File: src/hbp_main.sv
// package and top module of the hdlc byte port
// Behaviour
// - capture transmit byte while send-message high
// - captured bytes fill frame payload in order
// - check-append starts check trailer insertion
// - select bit chooses 32- or 16-bit check
// - frames go out as payload bits
// - idle payload carries continuous flag octets
// - idle indicator raised with each flag, held until the next receive byte event
// - good frame end: idle and valid high
// - bad frame end: idle high, valid low
// - abort: idle low, valid high
// - receive bus changes on byte clock rise
// - stuff zeros, byte clock may slow
`timescale 1ns/1ns
package hbp_pkg;
  localparam int CLK_NS = 10;
  localparam int TBC_HALF_NS = 40;
  localparam int TBC_HALF_CYC = (TBC_HALF_NS + CLK_NS - 1) / CLK_NS;
  localparam logic [7:0] FLAG = 8'h7E;
  localparam logic [7:0] ABORT_BYTE = 8'hFF;
  localparam logic [2:0] STUFF_ONES = 3'h5;
  localparam logic [31:0] CRC16_POLY = 32'h0000_8408;
  localparam logic [31:0] CRC32_POLY = 32'hEDB8_8320;
  localparam logic [31:0] CRC16_INIT = 32'h0000_FFFF;
  localparam logic [31:0] CRC32_INIT = 32'hFFFF_FFFF;
  localparam logic [31:0] CRC16_GOOD = 32'h0000_F0B8;
  localparam logic [31:0] CRC32_GOOD = 32'hDEBB_20E3;
  typedef enum logic [1:0] {
    S_IDLE = 2'b00, S_DATA = 2'b01, S_FCS = 2'b10, S_ABORT = 2'b11
  } hbp_txst_t;

  function automatic logic [31:0] crc_init(input logic w);
    crc_init = w ? CRC32_INIT : CRC16_INIT;
  endfunction : crc_init

  // one reflected crc step, lsb first
  function automatic logic [31:0] crc_step(input logic [31:0] c, input logic b, input logic w);
    logic [31:0] n;
    n = {1'b0, c[31:1]} ^ ((c[0] ^ b) ? (w ? CRC32_POLY : CRC16_POLY) : 32'h0);
    crc_step = w ? n : (n & CRC16_INIT);
  endfunction : crc_step

  function automatic logic [31:0] crc_byte(input logic [31:0] c, input logic [7:0] d,
                                           input logic w);
    logic [31:0] t;
    t = c;
    for (int i = 0; i < 8; i++) begin
      t = crc_step(t, d[i], w);
    end
    crc_byte = t;
  endfunction : crc_byte
endpackage : hbp_pkg

module hbp_main import hbp_pkg::*; (
  input wire logic clock_i,
  input wire logic rst_i,
  input wire logic send_msg_i,
  input wire logic append_check_i,
  input wire logic [7:0] tx_byte_bus_i,
  input wire logic crc32_sel_i,
  output logic tx_byte_clock_o,
  input wire logic payload_bit_req_i,
  output logic payload_bit_o,
  input wire logic rx_bit_valid_i,
  input wire logic rx_bit_i,
  output logic rx_byte_clock_o,
  output logic [7:0] rx_byte_bus_o,
  output logic rx_idle_indicator_o,
  output logic rx_check_valid_o
);
  // transmit byte clock and capture
  logic tclk_r, tclk_nxt, chk_r, chk_nxt, rise, push, in_ready;
  logic [3:0] tdiv_r, tdiv_nxt;
  logic [8:0] pdata, bod;
  logic bov, pop;

  always_comb begin
    tclk_nxt = tclk_r;
    tdiv_nxt = tdiv_r;
    chk_nxt = chk_r;
    rise = 1'b0;
    push = 1'b0;
    pdata = 9'h000;
    if (tdiv_r != 4'(TBC_HALF_CYC - 1)) begin
      tdiv_nxt = tdiv_r + 4'h1;
    end else if (tclk_r) begin
      tclk_nxt = 1'b0;
      tdiv_nxt = 4'h0;
    end else if (in_ready) begin
      // clock held low while buffer is full
      tclk_nxt = 1'b1;
      tdiv_nxt = 4'h0;
      rise = 1'b1;
    end
    if (rise) begin
      if (append_check_i) begin
        // only the first period of a held strobe counts
        push = !chk_r;
        pdata = {1'b1, 8'h00};
        chk_nxt = 1'b1;
      end else begin
        chk_nxt = 1'b0;
        push = send_msg_i;
        pdata = {1'b0, tx_byte_bus_i};
      end
    end
  end

  always_ff @(posedge clock_i or posedge rst_i) begin
    if (rst_i) begin
      tclk_r <= 1'b0;
      tdiv_r <= 4'h0;
      chk_r <= 1'b0;
    end else begin
      tclk_r <= tclk_nxt;
      tdiv_r <= tdiv_nxt;
      chk_r <= chk_nxt;
    end
  end
  assign tx_byte_clock_o = tclk_r;

  hbp_buf2 #(.W(9)) u_buf (
    .clock_i(clock_i),
    .rst_i(rst_i),
    .in_valid_i(push),
    .in_data_i(pdata),
    .in_ready_o(in_ready),
    .out_valid_o(bov),
    .out_data_o(bod),
    .out_ready_i(pop)
  );

  // transmit serializer
  hbp_txst_t st_r, st_nxt;
  logic [7:0] sh_r, sh_nxt;
  logic [2:0] cnt_r, cnt_nxt, ones_r, ones_nxt;
  logic [31:0] crc_r, crc_nxt, fcs_r, fcs_nxt, f;
  logic [1:0] fidx_r, fidx_nxt;
  logic wide_r, wide_nxt, tbit_r, tbit_nxt, ld;

  always_comb begin
    st_nxt = st_r;
    sh_nxt = sh_r;
    cnt_nxt = cnt_r;
    ones_nxt = ones_r;
    crc_nxt = crc_r;
    fcs_nxt = fcs_r;
    fidx_nxt = fidx_r;
    wide_nxt = wide_r;
    tbit_nxt = tbit_r;
    ld = 1'b0;
    pop = 1'b0;
    f = 32'h0;
    if (payload_bit_req_i) begin
      if (ones_r == STUFF_ONES) begin
        tbit_nxt = 1'b0;
        ones_nxt = 3'h0;
      end else begin
        tbit_nxt = sh_r[0];
        sh_nxt = {1'b0, sh_r[7:1]};
        cnt_nxt = cnt_r + 3'h1;
        ones_nxt = ((st_r == S_DATA || st_r == S_FCS) && sh_r[0]) ? ones_r + 3'h1 : 3'h0;
        if (st_r == S_DATA) begin
          crc_nxt = crc_step(crc_r, sh_r[0], wide_r);
        end
        ld = (cnt_r == 3'h7);
      end
    end
    if (ld) begin
      sh_nxt = FLAG;
      case (st_r)
        S_IDLE: begin
          pop = bov;
          if (bov && !bod[8]) begin
            sh_nxt = bod[7:0];
            st_nxt = S_DATA;
            wide_nxt = crc32_sel_i;
            crc_nxt = crc_init(crc32_sel_i);
          end
        end
        S_DATA: begin
          pop = bov;
          if (!bov) begin
            sh_nxt = ABORT_BYTE;
            st_nxt = S_ABORT;
          end else if (bod[8]) begin
            f = ~crc_nxt;
            sh_nxt = f[7:0];
            fcs_nxt = {8'h00, f[31:8]};
            fidx_nxt = wide_r ? 2'h3 : 2'h1;
            st_nxt = S_FCS;
          end else begin
            sh_nxt = bod[7:0];
          end
        end
        S_FCS: begin
          if (fidx_r != 2'h0) begin
            sh_nxt = fcs_r[7:0];
            fcs_nxt = {8'h00, fcs_r[31:8]};
            fidx_nxt = fidx_r - 2'h1;
          end else begin
            st_nxt = S_IDLE;
          end
        end
        default: st_nxt = S_IDLE;
      endcase
    end
  end

  always_ff @(posedge clock_i or posedge rst_i) begin
    if (rst_i) begin
      st_r <= S_IDLE;
      sh_r <= FLAG;
      cnt_r <= 3'h0;
      ones_r <= 3'h0;
      crc_r <= CRC32_INIT;
      fcs_r <= 32'h0;
      fidx_r <= 2'h0;
      wide_r <= 1'b0;
      tbit_r <= 1'b0;
    end else begin
      st_r <= st_nxt;
      sh_r <= sh_nxt;
      cnt_r <= cnt_nxt;
      ones_r <= ones_nxt;
      crc_r <= crc_nxt;
      fcs_r <= fcs_nxt;
      fidx_r <= fidx_nxt;
      wide_r <= wide_nxt;
      tbit_r <= tbit_nxt;
    end
  end
  assign payload_bit_o = tbit_r;

  // receive deframer
  logic [2:0] rones_r, rones_nxt, nb_r, nb_nxt, hn_r, hn_nxt, clen;
  logic [7:0] acc_r, acc_nxt, rbus_r, rbus_nxt, evb, b;
  logic [31:0] rcrc_r, rcrc_nxt, h_r, h_nxt;
  logic inf_r, inf_nxt, rclk_r, ridle_r, ridle_nxt, rval_r, rval_nxt;
  logic ev, evi, evv, shift, sb, fl, ab, good;

  always_comb begin
    rones_nxt = rones_r;
    acc_nxt = acc_r;
    nb_nxt = nb_r;
    hn_nxt = hn_r;
    rcrc_nxt = rcrc_r;
    h_nxt = h_r;
    inf_nxt = inf_r;
    rbus_nxt = rbus_r;
    ridle_nxt = ridle_r;
    rval_nxt = rval_r;
    ev = 1'b0;
    evb = rbus_r;
    evi = 1'b0;
    evv = 1'b0;
    shift = 1'b0;
    sb = rx_bit_i;
    fl = 1'b0;
    ab = 1'b0;
    b = {sb, acc_r[7:1]};
    clen = crc32_sel_i ? 3'h4 : 3'h2;
    good = (rcrc_r == (crc32_sel_i ? CRC32_GOOD : CRC16_GOOD));
    if (rx_bit_valid_i) begin
      if (rx_bit_i) begin
        if (rones_r != 3'h7) begin
          rones_nxt = rones_r + 3'h1;
        end
        shift = (rones_r < STUFF_ONES);
        ab = (rones_r == 3'h6);
      end else begin
        rones_nxt = 3'h0;
        fl = (rones_r == 3'h6);
        // a zero after five ones is stuffing and is dropped
        shift = (rones_r < STUFF_ONES);
      end
    end
    if (shift && inf_r) begin
      acc_nxt = b;
      nb_nxt = nb_r + 3'h1;
      if (nb_r == 3'h7) begin
        rcrc_nxt = crc_byte(rcrc_r, b, crc32_sel_i);
        h_nxt = {h_r[23:0], b};
        // last clen bytes are held back so the check never shows
        if (hn_r == clen) begin
          ev = 1'b1;
          evb = crc32_sel_i ? h_r[31:24] : h_r[15:8];
        end else begin
          hn_nxt = hn_r + 3'h1;
        end
      end
    end
    if (fl) begin
      ev = 1'b1;
      evb = FLAG;
      evi = 1'b1;
      evv = inf_r && (hn_r == clen) && (nb_r == 3'h6) && good;
      inf_nxt = 1'b1;
      nb_nxt = 3'h0;
      hn_nxt = 3'h0;
      rcrc_nxt = crc_init(crc32_sel_i);
    end
    if (ab) begin
      ev = 1'b1;
      evv = 1'b1;
      inf_nxt = 1'b0;
    end
    if (ev) begin
      rbus_nxt = evb;
      ridle_nxt = evi;
      rval_nxt = evv;
    end
  end

  always_ff @(posedge clock_i or posedge rst_i) begin
    if (rst_i) begin
      rones_r <= 3'h0;
      acc_r <= 8'h00;
      nb_r <= 3'h0;
      hn_r <= 3'h0;
      rcrc_r <= CRC32_INIT;
      h_r <= 32'h0;
      inf_r <= 1'b0;
      rclk_r <= 1'b0;
      rbus_r <= 8'h00;
      ridle_r <= 1'b0;
      rval_r <= 1'b0;
    end else begin
      rones_r <= rones_nxt;
      acc_r <= acc_nxt;
      nb_r <= nb_nxt;
      hn_r <= hn_nxt;
      rcrc_r <= rcrc_nxt;
      h_r <= h_nxt;
      inf_r <= inf_nxt;
      rclk_r <= ev;
      rbus_r <= rbus_nxt;
      ridle_r <= ridle_nxt;
      rval_r <= rval_nxt;
    end
  end
  assign rx_byte_clock_o = rclk_r;
  assign rx_byte_bus_o = rbus_r;
  assign rx_idle_indicator_o = ridle_r;
  assign rx_check_valid_o = rval_r;

  // the byte is taken at the edge that raises the byte clock, so look one cycle back
  property p_capture;
    @(posedge clock_i) disable iff (rst_i)
      $rose(tx_byte_clock_o) && $past(send_msg_i) && !$past(append_check_i) |->
        $past(push) && $past(pdata) == {1'b0, $past(tx_byte_bus_i)};
  endproperty
  a_capture: assert property (p_capture) else $error("byte not captured");
  property p_order;
    @(posedge clock_i) disable iff (rst_i)
      ld && st_r == S_DATA && bov && !bod[8] |=> sh_r == $past(bod[7:0]);
  endproperty
  a_order: assert property (p_order) else $error("payload byte not loaded");
  property p_fcs_start;
    @(posedge clock_i) disable iff (rst_i)
      ld && st_r == S_DATA && bov && bod[8] |=> st_r == S_FCS && sh_r == ~$past(crc_nxt[7:0]);
  endproperty
  a_fcs_start: assert property (p_fcs_start) else $error("check not started");
  property p_fcs_len;
    @(posedge clock_i) disable iff (rst_i)
      $rose(st_r == S_FCS) |-> fidx_r == (wide_r ? 2'h3 : 2'h1);
  endproperty
  a_fcs_len: assert property (p_fcs_len) else $error("check length wrong");
  property p_flags;
    @(posedge clock_i) disable iff (rst_i)
      ld && st_r == S_IDLE && !bov |=> sh_r == FLAG && st_r == S_IDLE;
  endproperty
  a_flags: assert property (p_flags) else $error("idle flag missing");
  property p_stuff;
    @(posedge clock_i) disable iff (rst_i)
      payload_bit_req_i && ones_r == STUFF_ONES |=> !payload_bit_o && ones_r == 3'h0;
  endproperty
  a_stuff: assert property (p_stuff) else $error("zero not stuffed");
  property p_idle;
    @(posedge clock_i) disable iff (rst_i)
      fl |=> rx_idle_indicator_o && rx_byte_clock_o && rx_byte_bus_o == FLAG;
  endproperty
  a_idle: assert property (p_idle) else $error("idle not raised");
  property p_good;
    @(posedge clock_i) disable iff (rst_i)
      fl && inf_r && hn_r == clen && nb_r == 3'h6 |=> rx_idle_indicator_o && rx_check_valid_o == $past(good);
  endproperty
  a_good: assert property (p_good) else $error("frame end wrong");
  property p_abort;
    @(posedge clock_i) disable iff (rst_i)
      ab |=> !rx_idle_indicator_o && rx_check_valid_o ##1 !rx_byte_clock_o;
  endproperty
  a_abort: assert property (p_abort) else $error("abort not shown");
  property p_rxbus;
    @(posedge clock_i) disable iff (rst_i)
      $changed(rx_byte_bus_o) |-> $rose(rx_byte_clock_o);
  endproperty
  a_rxbus: assert property (p_rxbus) else $error("bus changed off edge");
  c_fcs: cover property (@(posedge clock_i) disable iff (rst_i) st_r == S_FCS && wide_r);
  c_good: cover property (@(posedge clock_i) disable iff (rst_i) fl && evv);
  c_abort: cover property (@(posedge clock_i) disable iff (rst_i) ab);
  c_full: cover property (@(posedge clock_i) disable iff (rst_i) !in_ready && !tclk_r);
endmodule : hbp_main

File: src/hbp_buf2.sv
// two-entry valid/ready buffer holding the captured transmit words
`timescale 1ns/1ns
module hbp_buf2 #(
  parameter int W = 9
) (
  input wire logic clock_i,
  input wire logic rst_i,
  input wire logic in_valid_i,
  input wire logic [W-1:0] in_data_i,
  output logic in_ready_o,
  output logic out_valid_o,
  output logic [W-1:0] out_data_o,
  input wire logic out_ready_i
);
  logic [W-1:0] mem_r [2];
  logic [W-1:0] mem_nxt [2];
  logic wp_r, wp_nxt, rp_r, rp_nxt;
  logic [1:0] cnt_r, cnt_nxt;
  logic wr, rd;

  assign in_ready_o = (cnt_r != 2'h2);
  assign out_valid_o = (cnt_r != 2'h0);
  assign out_data_o = mem_r[rp_r];

  always_comb begin
    wr = in_valid_i && in_ready_o;
    rd = out_valid_o && out_ready_i;
    mem_nxt = mem_r;
    wp_nxt = wp_r;
    rp_nxt = rp_r;
    cnt_nxt = cnt_r;
    if (wr) begin
      mem_nxt[wp_r] = in_data_i;
      wp_nxt = ~wp_r;
    end
    if (rd) begin
      rp_nxt = ~rp_r;
    end
    if (wr && !rd) begin
      cnt_nxt = cnt_r + 2'h1;
    end else if (rd && !wr) begin
      cnt_nxt = cnt_r - 2'h1;
    end
  end

  always_ff @(posedge clock_i or posedge rst_i) begin
    if (rst_i) begin
      mem_r[0] <= '0;
      mem_r[1] <= '0;
      wp_r <= 1'b0;
      rp_r <= 1'b0;
      cnt_r <= 2'h0;
    end else begin
      mem_r <= mem_nxt;
      wp_r <= wp_nxt;
      rp_r <= rp_nxt;
      cnt_r <= cnt_nxt;
    end
  end

  property p_buf_fill;
    @(posedge clock_i) disable iff (rst_i)
      (cnt_r == 2'h1) && in_valid_i && !out_ready_i |=> !in_ready_o;
  endproperty
  a_buf_fill: assert property (p_buf_fill) else $error("buffer did not fill");
endmodule : hbp_buf2

File: config.mk
export PLATFORM = sky130hd
export DESIGN_NAME = hbp_main
export DESIGN_NICKNAME = d
export VERILOG_FILES = /design/src/hbp_main.sv /design/src/hbp_buf2.sv
export SDC_FILE = /design/constraint.sdc
export NUM_CORES = 1
export LEC_CHECK = 0
export ABC_CLOCK_PERIOD_IN_PS = 13800
export BUFFER_PORTS_ARGS = -buffer_cell sky130_fd_sc_hd__buf_2
export CAP_MARGIN = 10
export CORE_MARGIN = 2
export CORE_UTILIZATION = 55
export DETAILED_ROUTE_END_ITERATION = 6
export PLACE_DENSITY_LB_ADDON = 0.25
export SYNTH_ARGS = -nofsm -noshare
export SYNTH_HDL_FRONTEND = slang
export SYNTH_SLANG_ARGS = --single-unit
File: constraint.sdc
create_clock -name clock_i -period 13.8 [get_ports clock_i]
set_clock_uncertainty 0.05 [all_clocks]
set_input_delay 2.76 -clock clock_i [delete_from_list [all_inputs] [get_ports clock_i]]
set_output_delay 2.76 -clock clock_i [all_outputs]
set_load 0.03 [all_outputs]
# --- Word-level counts from Yosys, hierarchy flattened ---
# Index checks and enable logic that the tools add are counted.
word_totals:
  reg_bits: 205
  out_inout_bits: 13
op_classes:
  add_sub_neg: 9
  n_lt_le_gt_ge: 4
  n_eq_ne: 21
  n_mux: 108
  bitwise: 24
  n_reduce_logical: 38
op_table:
  columns: ["cell", "n"]
  rows:
  - ["two-way mux 32 bit", 34]
  - ["XOR 31 x 32 -> 32 bit", 9]
  - ["two-way mux 8 bit", 12]
  - ["one-hot mux 32 bit (2 select lines)", 1]
  - ["two-way mux 9 bit", 6]
  - ["two-way mux 3 bit", 11]
  - ["equality test 32 bit", 1]
  - ["inverter 32 bit", 1]
  - ["two-way mux 1 bit", 26]
  - ["one-hot mux 8 bit (3 select lines)", 1]
  - ["two-way mux 2 bit", 10]
  - ["bitwise mux 18 bit", 1]
  - ["nonzero test 2 bit", 9]
  - ["adder 3 x 1 -> 3 bit (second input constant)", 5]
  - ["equality test 3 bit (second input constant)", 5]
  - ["inequality test 2 bit (second input constant)", 7]
  - ["two-way mux 4 bit", 3]
  - ["logical AND 1 bit", 11]
  - ["AND reduction 2 bit", 5]
  - ["demux 9 bit (select 1 bit)", 1]
  - ["XOR 1 bit", 9]
  - ["AND reduction 4 bit", 2]
  - ["inequality test 3 bit (second input constant)", 2]
  - ["one-hot mux 2 bit (3 select lines)", 1]
  - ["other kinds (21)", 31]

# --- Logic depth before layout (Yosys ltp) ---
# Gate-level depths: netlist (run 1).
logic_depth:
  ltp_word: 35
  mapped_depth: 10
  mapped_depth_nobuf: 9

# --- Modules after synthesis ---
# A second synthesis (run 1) with hierarchy kept.
unflattened:
  hier_cells: 1052
  area_unflattened_um2: 10284.9
modules_own_cells:
  columns: ["mod", "n_inst", "cells_per_inst", "area_per_inst_um2", "seq_area_each_um2"]
  rows:
  - ["hbp_main", 1, 987, 9263.9, 4441.8]
  - ["hbp_buf2", 1, 65, 1021.0, 550.5]

# --- Worst setup path before layout (run 1) ---
# Ideal clock, no wire load.
synth_timing:
  path_kind: "in2reg"
  startpoint: "input port rx_bit_i"
  endpoint: "register rcrc_r[20]"
  setup_ns: 0.083
  arrival_time_ns: 4.312
  path_slack_ns: 9.355
  stages: 7
  cell_sequence: "buf_6 xnor2_4 xnor2_4 xnor3_1 xnor2_2 xnor2_1 a221o_1"
synth_via:
  elab_chain_len: 7
  word_cells_on_any_way: 12
  classes_between: "7 x mux; 2 x bitwise; 3 x reduce/logical"
synth_rtl:
  columns: ["element", "line", "rtl"]
  rows:
  - ["start, declared", "hbp_main.sv:66", "input wire logic rx_bit_i,"]
  - ["XOR 1 bit", "hbp_main.sv:40", "n = {1'b0, c[31:1]} ^ ((c[0] ^ b) ? (w ? CRC32_POLY : CRC16_POLY) : 32'h0);"]
  - ["two-way mux 32 bit", "hbp_main.sv:40", null]
  - ["XOR 31 x 32 -> 32 bit", "hbp_main.sv:40", null]
  - ["two-way mux 32 bit", "hbp_main.sv:41", "crc_step = w ? n : (n & CRC16_INIT);"]
  - ["two-way mux 32 bit", "hbp_main.sv:282", "if (nb_r == 3'h7) begin"]
  - ["two-way mux 32 bit", "hbp_main.sv:279", "if (shift && inf_r) begin"]
  - ["two-way mux 32 bit", "hbp_main.sv:294", "if (fl) begin"]
  - ["end signal, assigned", "hbp_main.sv:334", "rcrc_r <= rcrc_nxt;"]
  - ["end, declared", "hbp_main.sv:239", "logic [31:0] rcrc_r, rcrc_nxt, h_r, h_nxt;"]
# Several ways; a longest one is shown, not always the timed one. The select of a mux whose other input is x is not followed.
# A chain may end at the register's enable or synchronous reset.

# --- Worst setup path in the final report (run 1) ---
layout_timing:
  startpoint: "input port payload_bit_req_i"
  endpoint: "register fcs_r[1]"
layout_via:
  elab_chain_len: 5
  word_cells_on_any_way: 7
  classes_between: "5 x mux; 1 x bitwise; 1 x reduce/logical"
layout_rtl:
  columns: ["element", "line", "rtl"]
  rows:
  - ["start, declared", "hbp_main.sv:63", "input wire logic payload_bit_req_i,"]
  - ["two-way mux 32 bit", "hbp_main.sv:155", "if (payload_bit_req_i) begin"]
  - ["inverter 32 bit", "hbp_main.sv:188", "f = ~crc_nxt;"]
  - ["two-way mux 32 bit", "hbp_main.sv:187", "end else if (bod[8]) begin"]
  - ["two-way mux 32 bit", "hbp_main.sv:184", "if (!bov) begin"]
  - ["one-hot mux 32 bit (2 select lines)", "hbp_main.sv:172", "case (st_r)"]
  - ["end signal, assigned", "hbp_main.sv:228", "fcs_r <= fcs_nxt;"]
  - ["end, declared", "hbp_main.sv:138", "logic [31:0] crc_r, crc_nxt, fcs_r, fcs_nxt, f;"]
# Several ways; a longest one is shown, not always the timed one. The select of a mux whose other input is x is not followed.

==> qor.txt, run 1 <==
Max Cap Viol - 0
# rows - 49
All-Layer GR Usage - 23.6%
Crit path max-delay family - compound AO/OA/AOI/OAI gates
Via Count - 7351
Tot Pwr - 2.74 mW
syn nets - 1066
clk sinks - 196
final setup vio count - 0
Synth Register Bits - 196
crit path max fanout - 20
most frequent cells after synthesis - 216 x nand2_1, 126 x dfrtp_1, 87 x o21ai_0
CTS root buf - clkbuf_16
Distinct cells, synth - 59
Syn. warnings - 0
HP Start - h_r[18]
initial core utilization - 56.2%
Detailed Route WL - 21.9 mm
Synth top area share - 31.1%
status - complete, no violations
hold path cells - 2
# diodes - 0
initial antenna violation count - 0
worst slew pin tran - 1.12 ns
vias in the first global route - 7215
first-pass GRT wire length - 37.3 mm
CP peak stage delay - 0.77 ns
Port Buffers - 28
final worst-path cycle share - 37.6%
RSZ-0062 raised after global routing - no
WS Path Type - input pin to flip-flop
CP arrival - 5.41 ns
EDFF count, synth - 0
Buffers & Inverters on Critical Path - 1
H-tree levels - 4
CTS tree - done
most frequent cell after synthesis - nand2_1
Die Area - 19500 um^2
Async SR Flop Fraction - 100%
worst-path cell chain - buf_2 -> a21boi_1 -> nand2_1 -> a211o_1 -> nor2_1 -> a22oi_1
Core ar. - 18000 um^2
cts hold-fix bufs - 0
Die Wd - 140 um
Worst EP required - 14.03 ns
Worst Hold Class - flip-flop to flip-flop
R2R Path Start - ones_r[0]
worst-skew pair later-pin latency - 0.44 ns
Max Clk Rate - 193 MHz
Area contributors post-synth - dfrtp_1 31%, dfstp_2 18%, nand2_1 8.0%, xnor2_1 6.1%, mux2i_1 4.4%
cells on worst reg2reg path - 6
clk buf depth - 2
VDD IR max - 200 uV
crit path capture type - flip-flop
Post-CTS Setup Inserts - 0
reg2reg end - fcs_r[1]
# IOs - 29
post-route antenna net violation count - 0
grt total ovfl - 0
Resize count post-CTS - 0
largest net degree at the start of global routing - 126
final hold viol count - 0
first-pass iteration count of the detailed router - 5
dominant synthesized flop cell - dfrtp_1
Mapped Cells - 1028
layout overhead on the synthesized area - 8.91%
DRC - 0
drt via density - 5.78
P_leak - 4.97 nW
DR WL/cell - 17.3 um
post-synthesis cell area - 10100 um^2
Worst R2R Setup Slack - 10.43 ns
hold endpoint - h_r[26]
share of cells above drive strength 1 - 16.8%
Slew headroom - 24.8%
die height - 140 um
Synth area leader - dfrtp_1
Pwr Density - 248 nW/um^2
fin. max-slew vios - 0
Avg Inst Size Synth - 9.86 um^2
cts bufs inserted - 17
GPL Wtd Cong - 0.836
CP startpoint kind - input pin
hpwl dp - 14.3 mm
setup TNS - 0 ns
Critical-path top delay cell - a21boi_1
Clock transition at path regs - 0.08 ns
sequential area share after synthesis - 49.3%
nets - 1068
post-route minimum period - 5.19 ns
Iter 0 DRT Violations - 539
[power breakdown]
part           leakage [nW]  total, mW  switching (mW)  internal, mW
Sequential             2.39      0.960           0.158         0.802
Clock                 0.297      0.510           0.248         0.262
Combinational          2.29       1.27           0.656         0.610
Total                  4.97       2.74            1.06          1.67
[cell families after synthesis]
family | count (synthesis) | synth area share (%)
DFF | 196 | 49.3
AOI/OAI and AO/OA | 224 | 13.3
buffers and inverters | 90 | 3.61
xor gates and xnor gates | 110 | 11.1
adders and majority gates | 22 | 2.72
and+or+nand+nor | 327 | 14.0
muxes | 59 | 6.00
[worst register-to-register path: stages (launching register included)]
cell and delay [ns]:
dfrtp_1 0.43, ha_1 0.24, a21boi_1 0.75, nand2_1 0.32, a211o_1 0.55, nor2_1 0.68, a22oi_1 0.20
[stage by stage]
stage                     setup WS (ns)  hold slack [ns]  utilization (%)  cells  area (um^2)
after floorplan                    5.77            0.389                -   1028        10100
after global placement             8.35            0.396             57.8   1240        10400
after detailed placement           8.17            0.399             57.8   1240        10400
after CTS                          8.64            0.422             61.2   1272        11000
after global routing               8.36            0.444             61.2   1272        11000
final                              8.61            0.419             61.2   1272        11000
[cells in the final DEF (no fill, tap or decap), types with 22 or more instances in the layout]
master / count
nor2_1: 37
dfstp_2: 70
xor2_1: 27
dfrtp_1: 126
ha_1: 22
o21ai_0: 87
buf_2: 28
nand2_1: 216
xnor2_1: 70
a21oi_1: 51
mux2i_1: 45
inv_1: 32
[flip-flops by register name, summed over array words and instances (netlist names), 4 cells and up]
register	count
crc_r	32
h_r	32
rcrc_r	32
fcs_r	24
u_buf.mem_r	18
rx_byte_bus_o	8
sh_r	8
acc_r	7
tdiv_r	4
[cell type report]
cell class | count | area [um^2]
Tap cell | 229 | 287
Sequential cell | 196 | 4990
Fill cell | 1516 | 6990
Clock inverter | 15 | 186
Multi-Input combinational cell | 742 | 4790
Inverter | 34 | 135
Timing Repair Buffer | 39 | 223
Clock buffer | 17 | 425
[how the worst max path moves through the flow]
stage	start	endpoint	depth (start not counted)
finish	payload_bit_req_i	fcs_r[1]	6
global placement	payload_bit_req_i	fcs_r[0]	6
detailed placement	payload_bit_req_i	fcs_r[7]	6
global route	payload_bit_req_i	fcs_r[1]	6
floorplan	rst_i	acc_r[1]	1
CTS	payload_bit_req_i	fcs_r[1]	6
[metal layers]
metal	vias to the layer above	track usage (%)	share of wire, %
met1	3642	33.2	46
met5	-	0	0
met3	36	4.13	3.1
met4	0	7.26	1.8
met2	144	37.7	49
li1	3529	-	-
Power figures use the tool's default switching activity.
==> run 2: changes to the inputs <==
--- a/config.mk
+++ b/config.mk
@@ -5,7 +5,7 @@
 export SDC_FILE = /design/constraint.sdc
 export NUM_CORES = 1
 export LEC_CHECK = 0
-export ABC_CLOCK_PERIOD_IN_PS = 13800
+export ABC_CLOCK_PERIOD_IN_PS = 5400
 export BUFFER_PORTS_ARGS = -buffer_cell sky130_fd_sc_hd__buf_2
 export CAP_MARGIN = 10
 export CORE_MARGIN = 2
==> constraint.sdc (replaced) <==
create_clock -name clock_i -period 5.4 [get_ports clock_i]
set_clock_uncertainty 0.05 [all_clocks]
set_input_delay 1.08 -clock clock_i [delete_from_list [all_inputs] [get_ports clock_i]]
set_output_delay 1.08 -clock clock_i [all_outputs]
set_load 0.03 [all_outputs]
==> run 2 against run 1 <==
Net effect:
- die area is the same
- first-iteration DRC count shrank 2.2%
- largest power group unchanged
- combinational power increased to 2.6 times the previous value
- wire length decreased by 1.1%
- power grew to 2.6 times the previous value
- final cell count increased by 0.24%
- worst setup slack got worse by 6.4 ns
- register-to-register slack worse by 8.3 ns
- clock power rose by 150%
==> qor.txt, run 2 (synthesis gave the netlist of run 1 again) <==
status - complete, no violations
Placed Instances - 1243
fin. max-slew vios - 0
share of cells above drive strength 1 - 17.0%
grt total ovfl - 0
Max Clk Rate - 310 MHz
final setup margin - 2.18 ns
pre-CTS setup slack - 2.06 ns
layout overhead on the synthesized area - 8.96%
sequential share of power - 35.1%
Die Area - 19500 um^2
Post-CTS Setup Inserts - 0
hpwl dp - 14.3 mm
vias in the first global route - 7272
GPL Wtd Cong - 0.877
# diodes - 0
Slew headroom - 23.5%
Port Buffers - 28
Largest regs - crc_r (32), h_r (32), rcrc_r (32)
Resize count post-CTS - 0
Die Wd - 140 um
post-route minimum period - 3.22 ns
VDD IR max - 511 uV
DRC - 0
Logic pwr share - 46.7%
All-Layer GR Usage - 23.3%
Multi-input gate area - 4790 um^2
Max Cap Viol - 0
Crit path max-delay family - compound AO/OA/AOI/OAI gates
H-tree levels - 4
worst-path cell chain - inv_1 -> ha_1 -> inv_1 -> a21oi_1 -> a211o_1 -> nor2_1 -> a22oi_1
P_leak - 4.97 nW
CP most frequent cell - inv_1
Iter 0 DRT Violations - 527
WS Path Type - flip-flop to flip-flop
initial antenna violation count - 0
Sw Ratio - 39.0%
cts bufs inserted - 17
RSZ-0062 raised after global routing - no
Clock transition at path regs - 0.07 ns
# IOs - 29
largest net degree at the start of global routing - 197
CP peak stage delay - 0.66 ns
worst-skew pair later-pin latency - 0.44 ns
nets - 1071
final hold viol count - 0
# rows - 49
Critical-path top delay cell - nor2_1
die height - 140 um
CTS root buf - clkbuf_16
post-route antenna net violation count - 0
clk buf depth - 2
Hold WS - 0.418 ns
Pwr Density - 633 nW/um^2
storage element area - 4990 um^2
CTS tree - done
final-layout fill cell count - 1514
initial core utilization - 56.2%
crit path capture type - flip-flop
clk sinks - 196
switching power - 2.72 mW
Detailed Route WL - 21.7 mm
cts hold-fix bufs - 0
crit path max fanout - 21
Clock power frac - 18.2%
fin area - 11000 um^2
drt via density - 5.75
final core utilization - 61.3%
setup TNS - 0 ns
Worst EP required - 5.63 ns
CP startpoint kind - flip-flop
Tot Pwr - 6.98 mW
Via Count - 7328
Core ar. - 18000 um^2
Pint - 4.26 mW
final setup vio count - 0
Non-Filler Instances - 1275
final worst-path cycle share - 59.7%
first-pass GRT wire length - 37.0 mm
DR WL/cell - 17.0 um
CP arrival - 3.45 ns
first-pass iteration count of the detailed router - 5
Worst Hold Class - flip-flop to flip-flop
commonest non-fill, non-tap cell in the layout - nand2_1
worst slew pin tran - 1.14 ns
Buffers & Inverters on Critical Path - 2
dpl cell area - 10500 um^2
most frequent cells in the layout - 216 x nand2_1, 126 x dfrtp_1, 87 x o21ai_0
==> run 2: cell types whose count changed in the layout (fill, tap and decap cells not counted) <==
cell        delta
buf_4          +2
buf_12         +1
clkinvlp_4     +2
clkinv_4       +1
clkinv_8       -2
inv_6          +4
inv_8          -5
==> run 2: power by group through the flow <==
stage / Sequential, mW / Clock, mW / Combinational, mW
2_1_floorplan: 2.38 / 0 / 2.66
3_3_place_gp: 2.46 / 0 / 3.18
3_5_place_dp: 2.46 / 0 / 3.23
4_1_cts: 2.44 / 1.29 / 3.26
5_1_grt: 2.51 / 1.35 / 3.59
6_report: 2.45 / 1.27 / 3.26
==> run 2: cell type report <==
| cell class | count | share of cell area [%] |
|---|---|---|
| Inverter | 34 | 1.19 |
| Sequential cell | 196 | 45.2 |
| Timing Repair Buffer | 42 | 2.33 |
| Tap cell | 229 | 2.59 |
| Multi-Input combinational cell | 742 | 43.4 |
| Clock buffer | 17 | 3.85 |
| Clock inverter | 15 | 1.45 |
==> run 2: per-layer routing <==
metal | GRT usage, % | part of all wire (%) | vias to the layer above
li1 | - | - | 3524
met1 | 32.1 | 47 | 3619
met2 | 37.6 | 48 | 147
met3 | 4.96 | 3.8 | 38
met4 | 6.58 | 1.8 | 0
met5 | 0 | 0 | -
==> run 2: worst paths after layout <==
check / start / endpoint / slack (ns) / cells past startpoint
worst max-delay path: st_r[0] / fcs_r[0] / 2.18 / 7
worst min-delay path: h_r[7] / h_r[15] / 0.42 / 2
worst max register to register: st_r[0] / fcs_r[0] / 2.18 / 7
worst min register to register: h_r[7] / h_r[15] / 0.42 / 2
max in group asynchronous: rst_i / acc_r[7] / 3.66 / 3
min in group asynchronous: rst_i / fcs_r[15] / 0.89 / 3
==> run 2: tightest hold or removal path, stage by stage, from the launching register on <==
cell	delay (ns)
dfrtp_1	0.35
nand2_1	0.05
nand2_1	0.04
==> run 3: changes to the inputs <==
--- a/config.mk
+++ b/config.mk
@@ -5,7 +5,7 @@
 export SDC_FILE = /design/constraint.sdc
 export NUM_CORES = 1
 export LEC_CHECK = 0
-export ABC_CLOCK_PERIOD_IN_PS = 5400
+export ABC_CLOCK_PERIOD_IN_PS = 2800
 export BUFFER_PORTS_ARGS = -buffer_cell sky130_fd_sc_hd__buf_2
 export CAP_MARGIN = 10
 export CORE_MARGIN = 2
==> constraint.sdc (replaced) <==
create_clock -name clock_i -period 2.8 [get_ports clock_i]
set_clock_uncertainty 0.05 [all_clocks]
set_input_delay 0.56 -clock clock_i [delete_from_list [all_inputs] [get_ports clock_i]]
set_output_delay 0.56 -clock clock_i [all_outputs]
set_load 0.03 [all_outputs]
==> run 3 against run 2 <==
Net effect:
- clock-buffer cell count is the same
- first-iteration DRC count grew 4.6%
- worst setup slack lost 1.8 ns
- via count grew 0.48%
- sequential power grew 91%
- maximum frequency grew 31%
==> qor.txt, run 3 (synthesis gave the netlist of run 1 again) <==
CTS root buf - clkbuf_16
Resize count post-CTS - 0
DR WL/cell - 16.9 um
final setup vio count - 0
nets - 1098
first-pass GRT wire length - 37.4 mm
Die Wd - 140 um
pre-CTS setup slack - 0.187 ns
CP arrival - 2.78 ns
Max Cap Viol - 0
Die Area - 19500 um^2
Largest regs - crc_r (32), h_r (32), rcrc_r (32)
Worst EP required - 3.12 ns
Pwr Density - 1210 nW/um^2
post-route antenna net violation count - 0
final-layout fill cell count - 1514
CP startpoint kind - flip-flop
most frequent cells in the layout - 216 x nand2_1, 126 x dfrtp_1, 87 x o21ai_0
clk sinks - 196
hpwl dp - 15.2 mm
# rows - 49
# IOs - 29
crit path max fanout - 8
largest net degree at the start of global routing - 77
Placed Instances - 1270
worst slew pin tran - 1.25 ns
P_leak - 5.12 nW
commonest non-fill, non-tap cell in the layout - nand2_1
Critical Path Sink - rcrc_r[20]
Max Clk Rate - 406 MHz
CP startpoint - acc_r[1]
crit path capture type - flip-flop
Multi-input gate area - 4780 um^2
Core ar. - 18000 um^2
setup TNS - 0 ns
post-route minimum period - 2.46 ns
Via Count - 7363
All-Layer GR Usage - 23.7%
status - complete, no violations
DRC - 0
Hold WS - 0.0106 ns
fin. max-slew vios - 0
Non-Filler Instances - 1302
WS Path Type - flip-flop to flip-flop
GPL Wtd Cong - 0.848
final worst-path cycle share - 88.0%
Clock transition at path regs - 0.08 ns
initial core utilization - 56.2%
Slew headroom - 16.6%
R2R Path Start - acc_r[1]
Detailed Route WL - 22.1 mm
Iter 0 DRT Violations - 551
Worst R2R Setup Slack - 0.34 ns
Port Buffers - 28
die height - 140 um
worst-skew pair later-pin latency - 0.44 ns
share of cells above drive strength 1 - 19.0%
fin area - 11300 um^2
first-pass iteration count of the detailed router - 7
VDD IR max - 695 uV
clk buf depth - 2
final hold viol count - 0
vias in the first global route - 7419
final setup margin - 0.336 ns
H-tree levels - 4
layout overhead on the synthesized area - 11.3%
Post-CTS Setup Inserts - 0
initial antenna violation count - 0
cts bufs inserted - 17
# diodes - 0
RSZ-0062 raised after global routing - no
grt total ovfl - 0
CTS tree - done
Worst Hold Class - input pin to asynchronous set/reset pin
storage element area - 4990 um^2
reg2reg end - rcrc_r[20]
drt via density - 5.66
dpl cell area - 10700 um^2
cts hold-fix bufs - 0
cells on worst reg2reg path - 6
## run 3: cell count changes in the layout (fill, tap and decap cells not counted), sizes merged
cell	change
bufinv	-1
inv	+2
clkinvlp	-1
buf	+27
## run 3: per-stage QoR
stage | util, % | total power [mW]
after global placement | 59.2 | 11.0
after global routing | 62.6 | 14.5
final | 62.6 | 13.6
after floorplan | - | 9.71
after detailed placement | 59.2 | 11.1
after CTS | 62.6 | 13.6
## run 3: power by group
group / internal [mW] / switching, mW
Clock: 1.21 / 1.25
Combinational: 3.12 / 3.35
Sequential: 3.95 / 0.718
## run 3: area by class of cell
| cell class | count | area share, % |
|---|---|---|
| inverters | 34 | 1.17 |
| clock buffers | 17 | 3.77 |
| clock inverters | 15 | 1.53 |
| repair buffers | 69 | 4.31 |
| flip-flops and latches | 196 | 44.3 |
| multi-input cells | 742 | 42.4 |
| well taps | 229 | 2.54 |
## run 3: critical path: stages, from the launching register on
cell	delay (ns)
dfrtp_1	0.41
xnor2_1	0.66
xnor3_1	0.54
o21ai_2	0.16
xnor2_2	0.15
xnor2_1	0.09
a221o_1	0.31
## run 3: per-layer routing
metal  up-vias  share of wire (%)  global-route usage [%]  wire length, um
met2       147                 49                    39.5            10800
met3        31                3.5                    4.40              773
met5         -                  0                       0                0
met1      3595                 46                    32.0            10100
met4         0                1.5                    6.42              338
li1       3590                  -                       -                -
## run 3: worst min path at each step
stage | end | cells past startpoint
global route | fcs_r[17] | 2
detailed placement | h_r[8] | 2
floorplan | h_r[10] | 2
CTS | fcs_r[17] | 2
global placement | h_r[31] | 2
finish | fcs_r[17] | 2
